<file path="src/serial_pin_pkg.sv">
// constants for the four-channel serial pin and receive-ready logic
// assumes one clock domain; no software-visible registers in this block
package serial_pin_pkg;
	localparam int  NUM_CH      = 4;
	localparam int  ADDR_W      = 5;
	localparam logic LINE_IDLE  = 1'h1;
	localparam logic RDY_NONE_N = 1'h1;
	localparam logic RDY_SOME_N = 1'h0;
	localparam logic STROBE_RD  = 1'h1;
	localparam logic STROBE_WR  = 1'h0;
endpackage : serial_pin_pkg

</file>
<file path="src/serial_channel_pins.sv">
// one channel: output pin drive and receive input selection
// assumes transmit path and loop-back mode come from the channel core
`timescale 1ns/100ps
`default_nettype none
module serial_channel_pins
	import serial_pin_pkg::*;
(
	input  wire logic clk_i,
	input  wire logic reset_n_i,
	input  wire logic tx_enable_i,
	input  wire logic tx_active_i,
	input  wire logic tx_bit_i,
	input  wire logic loopback_i,
	input  wire logic serial_in_i,
	output var  logic serial_out_o,
	output var  logic rx_line_o
);
	// ****************************************
	// pin and internal receive line
	// ****************************************
	always_ff @(posedge clk_i or negedge reset_n_i) begin
		if (!reset_n_i) begin
			serial_out_o <= LINE_IDLE;
		end else if (loopback_i || !tx_enable_i || !tx_active_i) begin
			serial_out_o <= LINE_IDLE;
		end else begin
			serial_out_o <= tx_bit_i;
		end
	end

	always_ff @(posedge clk_i or negedge reset_n_i) begin
		if (!reset_n_i) begin
			rx_line_o <= LINE_IDLE;
		end else if (loopback_i && tx_enable_i && tx_active_i) begin
			rx_line_o <= tx_bit_i;
		end else if (loopback_i) begin
			rx_line_o <= LINE_IDLE;
		end else begin
			rx_line_o <= serial_in_i;
		end
	end

	chk_loop_pin_idle: assert property (@(posedge clk_i)
		disable iff (!reset_n_i)
		$past(loopback_i) |-> serial_out_o == LINE_IDLE)
		else $error("output pin active during loop-back");
	// the edge before release still holds the reset value
	chk_loop_feeds_rx: assert property (@(posedge clk_i)
		disable iff (!reset_n_i)
		$past(reset_n_i) && $past(loopback_i) && $past(tx_enable_i)
		&& $past(tx_active_i) |-> rx_line_o == $past(tx_bit_i))
		else $error("loop-back receive not from transmit");
	chk_idle_out_high: assert property (@(posedge clk_i)
		disable iff (!reset_n_i)
		!$past(tx_active_i) || !$past(tx_enable_i) |-> serial_out_o)
		else $error("idle output not high");
endmodule : serial_channel_pins
`default_nettype wire

</file>
<file path="src/quad_serial_pins.sv">
// top of the four-channel serial pin behaviour and shared receive-ready
// assumes per-channel transmit, loop-back and receive-status come from cores
// assumes host select, strobe and address are steady at each rising edge
`timescale 1ns/100ps
`default_nettype none
module quad_serial_pins
	import serial_pin_pkg::*;
#(
	parameter int CHANNELS = NUM_CH
)(
	input  wire logic                clk_i,
	input  wire logic                reset_n_i,
	input  wire logic [CHANNELS-1:0] tx_enable_i,
	input  wire logic [CHANNELS-1:0] tx_active_i,
	input  wire logic [CHANNELS-1:0] tx_bit_i,
	input  wire logic [CHANNELS-1:0] loopback_i,
	input  wire logic [CHANNELS-1:0] serial_in_i,
	input  wire logic [CHANNELS-1:0] per_channel_rx_avail_i,
	input  wire logic                chip_sel_n_i,
	input  wire logic                rd_wr_i,
	input  wire logic [ADDR_W-1:0]   addr_i,
	output var  logic [CHANNELS-1:0] serial_out_o,
	output var  logic [CHANNELS-1:0] rx_line_o,
	output var  logic                any_rx_data_n_o,
	output var  logic                reg_wr_o,
	output var  logic                reg_rd_o,
	output var  logic [ADDR_W-1:0]   reg_addr_o,
	output var  logic [CHANNELS-1:0] rx_status_o
);
	// ****************************************
	// channel pins
	// ****************************************
	for (genvar c = 0; c < CHANNELS; c++) begin : g_ch
		serial_channel_pins u_pins (
			.clk_i        (clk_i),
			.reset_n_i    (reset_n_i),
			.tx_enable_i  (tx_enable_i[c]),
			.tx_active_i  (tx_active_i[c]),
			.tx_bit_i     (tx_bit_i[c]),
			.loopback_i   (loopback_i[c]),
			.serial_in_i  (serial_in_i[c]),
			.serial_out_o (serial_out_o[c]),
			.rx_line_o    (rx_line_o[c])
		);
	end

	// ****************************************
	// shared receive-ready
	// ****************************************
	// the pin is active low: no data anywhere reads high
	always_ff @(posedge clk_i or negedge reset_n_i) begin
		if (!reset_n_i) begin
			any_rx_data_n_o <= RDY_NONE_N;
		end else if (|per_channel_rx_avail_i) begin
			any_rx_data_n_o <= RDY_SOME_N;
		end else begin
			any_rx_data_n_o <= RDY_NONE_N;
		end
	end

	// ****************************************
	// shared receive-ready checks
	// ****************************************
	chk_ready_low: assert property (@(posedge clk_i)
		disable iff (!reset_n_i)
		|per_channel_rx_avail_i |=> !any_rx_data_n_o)
		else $error("ready not low with data");

	chk_ready_high: assert property (@(posedge clk_i)
		disable iff (!reset_n_i)
		per_channel_rx_avail_i == '0 |=> any_rx_data_n_o)
		else $error("ready not high when empty");

	chk_ready_combine: assert property (@(posedge clk_i)
		disable iff (!reset_n_i)
		1'h1 |=> any_rx_data_n_o == !(|$past(per_channel_rx_avail_i)))
		else $error("ready not the combination of all channels");

	chk_reset_ready: assert property (@(posedge clk_i)
		!reset_n_i |-> any_rx_data_n_o == RDY_NONE_N)
		else $error("ready asserted in reset");

	// ****************************************
	// host strobe decode
	// ****************************************
	logic host_wr;
	logic host_rd;

	always_comb begin
		host_wr = !chip_sel_n_i && rd_wr_i == STROBE_WR;
		host_rd = !chip_sel_n_i && rd_wr_i == STROBE_RD;
	end

	// one strobe per cycle of select; a deselected bus gives none
	always_ff @(posedge clk_i or negedge reset_n_i) begin
		if (!reset_n_i) begin
			reg_wr_o <= '0;
			reg_rd_o <= '0;
		end else begin
			reg_wr_o <= host_wr;
			reg_rd_o <= host_rd;
		end
	end

	// address is registered every cycle so it stands with the strobe
	always_ff @(posedge clk_i or negedge reset_n_i) begin
		if (!reset_n_i) begin
			reg_addr_o <= '0;
		end else begin
			reg_addr_o <= addr_i;
		end
	end

	// status is captured only on a read and held otherwise
	always_ff @(posedge clk_i or negedge reset_n_i) begin
		if (!reset_n_i) begin
			rx_status_o <= '0;
		end else if (host_rd) begin
			rx_status_o <= per_channel_rx_avail_i;
		end
	end

	// ****************************************
	// host strobe checks
	// ****************************************
	chk_write_strobe: assert property (@(posedge clk_i)
		disable iff (!reset_n_i)
		!chip_sel_n_i && !rd_wr_i |=> reg_wr_o && !reg_rd_o
		&& reg_addr_o == $past(addr_i))
		else $error("write not decoded");

	chk_read_strobe: assert property (@(posedge clk_i)
		disable iff (!reset_n_i)
		!chip_sel_n_i && rd_wr_i |=> reg_rd_o && !reg_wr_o
		&& rx_status_o == $past(per_channel_rx_avail_i))
		else $error("read not decoded");

	chk_no_select: assert property (@(posedge clk_i)
		disable iff (!reset_n_i)
		chip_sel_n_i |=> !reg_wr_o && !reg_rd_o)
		else $error("strobe without select");

	chk_addr_capture: assert property (@(posedge clk_i)
		disable iff (!reset_n_i)
		reg_wr_o || reg_rd_o |-> reg_addr_o == $past(addr_i))
		else $error("address not captured with strobe");

	chk_status_hold: assert property (@(posedge clk_i)
		disable iff (!reset_n_i)
		!reg_rd_o |-> $stable(rx_status_o))
		else $error("status changed without a read");

	chk_reset_quiet: assert property (@(posedge clk_i)
		!reset_n_i |-> !reg_wr_o && !reg_rd_o && reg_addr_o == '0
		&& rx_status_o == '0)
		else $error("host outputs not cleared in reset");

	// ****************************************
	// per-channel pin checks
	// ****************************************
	for (genvar c = 0; c < CHANNELS; c++) begin : g_chk
		chk_pin_sends: assert property (@(posedge clk_i)
			disable iff (!reset_n_i)
			tx_enable_i[c] && tx_active_i[c] && !loopback_i[c]
			|=> serial_out_o[c] == $past(tx_bit_i[c]))
			else $error("transmit bit not on output pin");

		chk_idle_pin: assert property (@(posedge clk_i)
			disable iff (!reset_n_i)
			!(tx_enable_i[c] && tx_active_i[c])
			|=> serial_out_o[c] == LINE_IDLE)
			else $error("output pin not idle without a character");

		chk_pin_to_rx: assert property (@(posedge clk_i)
			disable iff (!reset_n_i)
			!loopback_i[c] |=> rx_line_o[c] == $past(serial_in_i[c]))
			else $error("receive line not from input pin");

		chk_loop_rx_idle: assert property (@(posedge clk_i)
			disable iff (!reset_n_i)
			loopback_i[c] && !(tx_enable_i[c] && tx_active_i[c])
			|=> rx_line_o[c] == LINE_IDLE)
			else $error("loop-back receive line not idle");

		chk_loop_out_off: assert property (@(posedge clk_i)
			disable iff (!reset_n_i)
			loopback_i[c] |=> serial_out_o[c] == LINE_IDLE)
			else $error("output pin driven in loop-back");

		chk_ch_sets_ready: assert property (@(posedge clk_i)
			disable iff (!reset_n_i)
			per_channel_rx_avail_i[c] |=> any_rx_data_n_o == RDY_SOME_N)
			else $error("channel data not shown on ready");
	end

	chk_reset_pins: assert property (@(posedge clk_i)
		!reset_n_i |-> serial_out_o == '1 && rx_line_o == '1)
		else $error("pins not idle in reset");

	// ****************************************
	// scenario covers
	// ****************************************
	cov_loopback: cover property (@(posedge clk_i) disable iff (!reset_n_i)
		|loopback_i && |tx_active_i);
	cov_ready: cover property (@(posedge clk_i) disable iff (!reset_n_i)
		!any_rx_data_n_o ##1 any_rx_data_n_o);
	cov_write: cover property (@(posedge clk_i) disable iff (!reset_n_i)
		reg_wr_o);
	cov_read: cover property (@(posedge clk_i) disable iff (!reset_n_i)
		reg_rd_o && rx_status_o != '0);
	cov_loop_data: cover property (@(posedge clk_i) disable iff (!reset_n_i)
		|(loopback_i & tx_enable_i & tx_active_i & ~tx_bit_i));
endmodule : quad_serial_pins
`default_nettype wire

</file>
<file path="config.mk">
export PLATFORM = sky130hd
export DESIGN_NAME = quad_serial_pins
export DESIGN_NICKNAME = d
export VERILOG_FILES = /design/src/serial_pin_pkg.sv /design/src/serial_channel_pins.sv /design/src/quad_serial_pins.sv
export SDC_FILE = /design/constraint.sdc
export NUM_CORES = 1
export LEC_CHECK = 0
export ABC_AREA = 1
export BUFFER_PORTS_ARGS = -buffer_cell sky130_fd_sc_hd__buf_4
export CORE_MARGIN = 2
export CORE_UTILIZATION = 43
export DETAILED_ROUTE_END_ITERATION = 10
export PLACE_DENSITY = 0.89
export SLEW_MARGIN = 20
export SYNTH_ARGS = -nofsm -noshare
export SYNTH_HDL_FRONTEND = slang
export SYNTH_SLANG_ARGS = --single-unit
</file>
<file path="constraint.sdc">
create_clock -name clk_i -period 1.45 [get_ports clk_i]
set_input_delay 0.435 -clock clk_i [delete_from_list [all_inputs] [get_ports clk_i]]
set_output_delay 0.435 -clock clk_i [all_outputs]
set_load 0.1 [all_outputs]
</file>
==> results.json, run 1 <==
{
  "area_growth_pct": 66.6,
  "coreArea_mm2": 0.00176,
  "worst_pin_slew_ps": 283,
  "fin_setup_tns_ps": -271,
  "numCtsBuffers": 3,
  "reg2reg_depth": 2,
  "status": "finished, violations left",
  "nNetsFinal": 167,
  "hold_viol_final": 0,
  "fp-row-count": 15,
  "grt_usage": 0.203,
  "grt-ovfl-total": 0,
  "synth_area_leaders": "dfrtp_1, dfstp_2, nand2_1, buf_4, nand4_1",
  "drive_gt1_frac": 0.511,
  "netlist.area_leader.share": 0.337,
  "clk_pin_slew_ps": 120,
  "diodes": 0,
  "cts_num_sinks": 20,
  "initialDrtViolationCount": 4,
  "dieWidth_um": 47.6,
  "hold_path_depth": 1,
  "highest_layer": "met4",
  "cp-start-kind": "flip-flop",
  "grt_max_degree": 21,
  "finalCritPeriodShare": 1.03,
  "fill_cells": 132,
  "async_flop_share": 1.00,
  "yosys.area.top_type": "dfrtp_1",
  "avgRoutedWirePerCell_um": 12.3,
  "worst_path_max_delay_cell": "dfstp_2",
  "ioPinCount": 53,
  "synth_simple_gate_area_frac": 0.236,
  "viasPerCell": 4.70,
  "ys.flop_type": "dfrtp_1",
  "cap_violations": 0,
  "htreeDepth": 1,
  "antenna_found_initial": 0,
  "drc_errors": 0,
  "routabilityCongestion": 0.727,
  "die_h_um": 47.6,
  "dp_hpwl_um": 1390,
  "m1WireLength_um": 618,
  "syn_nets": 117,
  "rr_startpoint": "rx_status_o[3]",
  "clk_path_buf_depth": 2,
  "dr.pass1.iters": 2,
  "max_stage_delay_ps": 570,
  "path_delay_family": "flip-flops",
  "synth_top_family_by_area": "simple AND/OR/NAND/NOR gates",
  "syn_avg_cell_area_um2": 9.73,
  "synthCells": 84,
  "rsz0062_at_grt": "yes",
  "seq_area_um2": 512,
  "multi_input_area_um2": 193,
  "finalWorstSetupSlack_ps": -43.0,
  "slew_headroom": 0.813,
  "fmax_ghz": 0.670,
  "power.density_mw_per_mm2": 1180,
  "end_kind": "output pin",
  "start_util": 0.463,
  "die-area_mm2": 0.00226,
  "ys_warn_count": 0,
  "synth.most_common_cell": "nand2_1",
  "critPathArrivalTime_ps": 1060,
  "antenna_left": 0,
  "finalSetupViolCount": 9,
  "yosysSeqAreaShare": 0.626,
  "leakage_nw": 0.729,
  "vias": 743,
  "drv_slew": 0,
  "power_mw": 1.60,
  "grt_pass1_wl_um": 2970,
  "holdPathEnd": "reg_addr_o[1]",
  "synth.ff_latch_count": 20,
  "crit_type": "reg2out",
  "synth_fa_ha_area_frac": 0,
  "timing.rr.end": "rx_status_o[3]",
  "cts_tree": "built",
  "ir_drop_v": 0.000723,
  "ys_types": 11,
  "worstHoldStart": "addr_i[1]",
  "cp.depth": 1,
  "violations": "setup timing",
  "cp.buffers_inverters": 1,
  "crit_chain": "buf_12",
  "synth-edff-count": 0,
  "port_buffers": 52,
  "synth_compound_area_frac": 0,
  "skew_ps": 0,
  "cts_setup_buffers": 0,
  "ys_top_cells_by_count": "nand2_1, inv_1, dfrtp_1",
  "fin_crit_ps": 1490,
  "syn-cell-area_um2": 817,
  "root_buffer": "clkbuf_4",
  "synth-xor-area-share": 0,
  "yosys-mux-area-fraction": 0,
  "dr_wl_met2_um": 1120,
  "worstPathMaxFanout": 1,
  "met3RoutedLength_um": 156,
  "grt_pass1_vias": 717,
  "r2r_slack_ps": 820,
  "crit_required_ps": 1020,
  "insertion_delay_ps": 310,
  "routed_wl_um": 1950,
  "holdCritPathClass": "in2reg",
  "utilization": 0.772,
  "fin_hold_ws_ps": 218
}
## registers in the layout (all words and copies together) (netlist names)
name	flops
reg_addr_o	5
g_ch.u_pins.rx_line_o	4
g_ch.u_pins.serial_out_o	4
rx_status_o	4
any_rx_data_n_o	1
reg_rd_o	1
reg_wr_o	1
## power by group
| group | internal [mW] | switching (mW) | leakage [nW] |
|---|---|---|---|
| registers | 0.604 | 0.0222 | 0.228 |
| logic | 0.159 | 0.353 | 0.473 |
| clock network | 0.280 | 0.184 | 0.0279 |
| total | 1.04 | 0.559 | 0.729 |
## stage by stage
| stage | setup WS [ps] | instances | cell area (µm²) |
|---|---|---|---|
| 3_5_place_dp | 235 | 153 | 1180 |
| 6_report | -43.0 | 158 | 1360 |
| 2_1_floorplan | 117 | 84 | 817 |
| 5_1_grt | -85.7 | 158 | 1360 |
| 4_1_cts | -47.4 | 158 | 1350 |
| 3_3_place_gp | 243 | 153 | 1180 |
## area by class of cell
| type | count | area share |
|---|---|---|
| timing repair buffer | 53 | 0.382 |
| tap | 25 | 0.0230 |
| multi-input combinational | 42 | 0.142 |
| clock inverter | 1 | 0.0221 |
| clock buffer | 3 | 0.0165 |
| sequential | 20 | 0.376 |
| inverter | 14 | 0.0386 |
## placed cells by master, fill, tap and decap left out
| master | n |
|---|---|
| inv_2 | 2 |
| inv_1 | 12 |
| dfrtp_1 | 11 |
| nand2_1 | 25 |
| nand4_1 | 8 |
| nor2_4 | 1 |
| nand3_1 | 4 |
| nor2_1 | 3 |
| bufinv_16 | 1 |
| dlygate4sd3_1 | 1 |
| clkbuf_4 | 3 |
| buf_6 | 2 |
| and2_1 | 1 |
| buf_12 | 9 |
| dfstp_2 | 9 |
| buf_4 | 41 |
## worst max path at each step
stage | start | endpoint | slack, ps
floorplan | rx_status_o[0] | rx_status_o[0] | 120
CTS | g_ch[2].u_pins.serial_out_o | serial_out_o[2] | -50
global route | g_ch[3].u_pins.serial_out_o | serial_out_o[3] | -90
finish | g_ch[3].u_pins.serial_out_o | serial_out_o[3] | -40
global placement | g_ch[3].u_pins.rx_line_o | rx_line_o[3] | 240
detailed placement | any_rx_data_n_o | any_rx_data_n_o | 230
## cell families after synthesis
kind of cell / after synthesis
buffers and inverters: 22
flip-flops: 20
AND/OR/NAND/NOR: 42
## timing repair
item	CTS	global route
endpoints found under the setup margin	9	11
hold buffers	1	0
endpoints found under the hold margin	11	0
pin swaps	0	0
gates resized for setup	27	2
## per-layer routing
metal	up-vias	GRT usage
met3	5	0.0604
met1	351	0.172
met5	-	0
li1	349	-
met4	0	0.146
met2	38	0.392
No activity file was read; power rests on OpenSTA's default activity.
==> run 2, diff against run 1 <==
Settings changed: CTS_BUF_LIST from default to sky130_fd_sc_hd__clkbuf_16, SETUP_SLACK_MARGIN from default to 0.4.
==> results.json, run 2 (synthesis results as in run 1) <==
{
  "fin_area_mm2": 0.00156,
  "drive_gt1_frac": 0.594,
  "dp_hpwl_um": 1450,
  "regMostFlops": "reg_addr_o",
  "holdCritPathClass": "in2async",
  "violations": "setup timing",
  "pre_cts_ws_ps": 151,
  "crit_type": "reg2out",
  "cp-start-kind": "flip-flop",
  "diodes": 0,
  "viasPerCell": 4.93,
  "root_buffer": "clkbuf_16",
  "power_mw": 1.79,
  "cp.buffers_inverters": 1,
  "ioPinCount": 53,
  "port_buffers": 52,
  "cap_violations": 0,
  "fmax_ghz": 0.679,
  "antenna_left": 0,
  "drc_errors": 0,
  "finalSetupViolCount": 1,
  "htreeDepth": 1,
  "die-area_mm2": 0.00226,
  "clk_path_buf_depth": 2,
  "rsz0062_at_grt": "yes",
  "slew_headroom": 0.840,
  "fin_hold_ws_ps": 50.6,
  "fin_crit_ps": 1470,
  "clk_pin_slew_ps": 50,
  "initialDrtViolationCount": 17,
  "numCtsBuffers": 3,
  "path_delay_family": "flip-flops",
  "cts_tree": "built",
  "nNetsFinal": 167,
  "max_stage_delay_ps": 620,
  "grt_pass1_vias": 710,
  "fin_setup_tns_ps": -23.0,
  "coreArea_mm2": 0.00176,
  "antenna_found_initial": 0,
  "grt_usage": 0.205,
  "end_kind": "output pin",
  "dr.pass1.iters": 4,
  "drv_slew": 0,
  "routabilityCongestion": 0.717,
  "crit_chain": "buf_12",
  "skew_ps": 0,
  "fp-row-count": 15,
  "hold_viol_final": 0,
  "area_growth_pct": 90.7,
  "routed_wl_um": 2200,
  "grt_max_degree": 21,
  "power.density_mw_per_mm2": 1150,
  "grt_pass1_wl_um": 3080,
  "largest_reg_flops": 5,
  "dpl_cell_area_mm2": 0.00122,
  "finalWorstSetupSlack_ps": -23.0,
  "dieWidth_um": 47.6,
  "critPathArrivalTime_ps": 1040,
  "crit_required_ps": 1020,
  "insertion_delay_ps": 250,
  "grt-ovfl-total": 0,
  "finalCritPeriodShare": 1.02,
  "ir_drop_v": 0.000877,
  "leakage_nw": 0.774,
  "vias": 779,
  "status": "finished, violations left",
  "mostFrequentLayoutCells": "buf_4, nand2_1, buf_12, inv_1, dfrtp_4",
  "hold_buffers": 0,
  "die_h_um": 47.6,
  "avgRoutedWirePerCell_um": 13.9,
  "cts_num_sinks": 20,
  "start_util": 0.463,
  "worst_path_max_delay_cell": "dfstp_4",
  "final_common_cell": "buf_4",
  "worst_pin_slew_ps": 240,
  "worstPathMaxFanout": 1
}
run 2: changes by cell type in the layout (fill, tap and decap cells not counted), moves of 2 or more:
cell | previous run | this run
buf_12 | 9 | 20
buf_4 | 41 | 33
buf_6 | 2 | 0
clkbuf_16 | 0 | 3
clkbuf_4 | 3 | 0
dfrtp_1 | 11 | 0
dfrtp_4 | 0 | 10
run 2: worst paths after layout:
kind,from,endpoint,slack [ps],cells past startpoint
hold / removal,reset_n_i,reg_addr_o[0],50,1
max in group asynchronous,reset_n_i,g_ch[3].u_pins.rx_line_o,1140,1
min in group clk_i,addr_i[3],reg_addr_o[3],290,1
hold reg to reg,rx_status_o[0],rx_status_o[0],540,2
setup reg to reg,rx_status_o[1],rx_status_o[1],610,3
setup / recovery,any_rx_data_n_o,any_rx_data_n_o,-20,1
run 2: layout make-up:
| cell class | instances | area (µm²) |
|---|---|---|
| Clock buffer | 3 | 75.1 |
| Clock inverter | 1 | 3.75 |
| Fill cell | 86 | 206 |
| Inverter | 14 | 52.6 |
| Multi-Input combinational cell | 42 | 193 |
| Sequential cell | 20 | 554 |
| Tap cell | 25 | 31.3 |
| Timing Repair Buffer | 53 | 648 |
run 2: through the flow:
stage / utilization / std cells
after floorplan: - / 84
after global placement: 0.692 / 153
after detailed placement: 0.692 / 153
after CTS: 0.883 / 158
after global routing: 0.883 / 158
final: 0.883 / 158
run 2: power by group:
part           total [mW]  internal, mW  switching, mW
clock network       0.556         0.367          0.189
logic               0.578         0.219          0.359
registers           0.655         0.619         0.0351
run 2: repair_timing:
| action | 4_1_cts | 5_1_grt |
|---|---|---|
| setup endpoints to repair | 20 | 20 |
| setup buffers | 1 | 0 |
| resized for setup | 60 | 0 |
run 2: metal layers:
layer / wire (µm) / up-vias / global-route usage
met3: 163 / 6 / 0.0415
met4: 39 / 0 / 0.0919
met5: 0 / - / 0
met2: 1250 / 54 / 0.386
met1: 745 / 367 / 0.217
li1: - / 352 / -
==> run 3, diff against run 2 <==
Settings changed: SETUP_SLACK_MARGIN 0.4 to 0.1.
==> results.json, run 3 (synthesis results as in run 1) <==
{
  "rsz0062_at_grt": "yes",
  "utilization": 0.794,
  "antenna_left": 0,
  "leakage_nw": 0.747,
  "crit_chain": "buf_12",
  "fill_cells": 122,
  "end_kind": "output pin",
  "holdCritPathClass": "in2async",
  "hold_buffers": 0,
  "cts_setup_buffers": 0,
  "finalCritPeriodShare": 0.971,
  "fmax_ghz": 0.710,
  "fin_area_mm2": 0.00140,
  "grt_usage": 0.198,
  "routabilityCongestion": 0.727,
  "path_delay_family": "flip-flops",
  "worst_path_max_delay_cell": "dfstp_2",
  "regMostFlops": "reg_addr_o",
  "skew_ps": 0,
  "area_growth_pct": 71.4,
  "largest_reg_flops": 5,
  "dp_hpwl_um": 1390,
  "final_common_cell": "buf_4",
  "ctsResizeCount": 27,
  "fin_setup_tns_ps": 0,
  "seq_area_um2": 512,
  "dpl_cell_area_mm2": 0.00118,
  "diodes": 0,
  "numCtsBuffers": 3,
  "hold_viol_final": 0,
  "clk_pin_slew_ps": 60,
  "mostFrequentLayoutCells": "buf_4, nand2_1, inv_1, dfrtp_1",
  "status": "finished, final reports clean",
  "finalWorstSetupSlack_ps": 42.3,
  "grt_pass1_wl_um": 3050,
  "ir_drop_v": 0.000868,
  "drive_gt1_frac": 0.515,
  "multi_input_area_um2": 193,
  "avgRoutedWirePerCell_um": 12.3,
  "worstPathMaxFanout": 1,
  "crit_required_ps": 1020,
  "grt_max_degree": 21,
  "dr.pass1.iters": 2,
  "cap_violations": 0,
  "antenna_found_initial": 0,
  "port_buffers": 52,
  "drc_errors": 0,
  "dieWidth_um": 47.6,
  "insertion_delay_ps": 250,
  "fin_crit_ps": 1410,
  "cp.buffers_inverters": 1,
  "pre_cts_ws_ps": 235,
  "critPathArrivalTime_ps": 970,
  "grt-ovfl-total": 0,
  "die_h_um": 47.6,
  "ioPinCount": 53,
  "worst_pin_slew_ps": 285,
  "max_stage_delay_ps": 550,
  "initialDrtViolationCount": 3,
  "viasPerCell": 4.66,
  "routed_wl_um": 1930,
  "grt_pass1_vias": 751,
  "cts_tree": "built",
  "start_util": 0.463,
  "vias": 732,
  "cts_num_sinks": 20,
  "cp-start-kind": "flip-flop",
  "fp-row-count": 15,
  "coreArea_mm2": 0.00176,
  "root_buffer": "clkbuf_16",
  "crit_type": "reg2out",
  "die-area_mm2": 0.00226,
  "finalSetupViolCount": 0,
  "drv_slew": 0,
  "nNetsFinal": 166,
  "htreeDepth": 1,
  "power.density_mw_per_mm2": 1340,
  "clk_path_buf_depth": 2,
  "slew_headroom": 0.812
}
==> run 3: cell types whose count changed in the layout (fill, tap and decap cells not counted), sizes merged <==
cell    delta
clkinv     -1
buf        -1
bufinv     +1
==> run 3: worst register-to-register path, stage by stage, from the launching register on <==
cell and delay, ps:
dfrtp_1 390, nand2_1 70, nand2_1 50
==> run 3: power breakdown <==
part	switching [mW]	internal, mW	leakage, nW
logic	0.353	0.155	0.468
registers	0.0213	0.605	0.228
clock network	0.195	0.547	0.0511
total	0.569	1.31	0.747
==> run 3: stage by stage <==
stage               power, mW  hold slack [ps]  instances
floorplan               0.954              139         84
global placement         1.09              318        153
detailed placement       1.10              325        153
CTS                      1.89             57.3        157
global route             1.95             60.3        157
finish                   1.88             49.4        157
==> run 3: path summary, 6_finish.rpt <==
kind                                           from                           to  slack [ps]  cells past startpoint
max reg2reg                          rx_status_o[1]               rx_status_o[1]         840                      2
max                        g_ch[3].u_pins.rx_line_o                 rx_line_o[3]          40                      1
min reg2reg                          rx_status_o[0]               rx_status_o[0]         480                      2
min                                       reset_n_i               rx_status_o[0]          50                      1
max in group asynchronous                 reset_n_i  g_ch[0].u_pins.serial_out_o        1130                      1
min in group clk_i                        addr_i[0]                reg_addr_o[0]         290                      1
==> run 3: cell type report <==
class / instances / share of cell area
clock buffer: 3 / 0.0536
clock inverter: 1 / 0.0214
tap: 25 / 0.0223
timing repair buffer: 52 / 0.362
multi-input combinational: 42 / 0.138
sequential: 20 / 0.366
inverter: 14 / 0.0375
==> run 3: metal layers <==
metal / part of all wire / up-vias / track usage
met5: 0 / - / 0
met4: 0.0073 / 0 / 0.0486
met3: 0.084 / 2 / 0.0604
met2: 0.59 / 38 / 0.411
met1: 0.32 / 345 / 0.182
li1: - / 347 / -
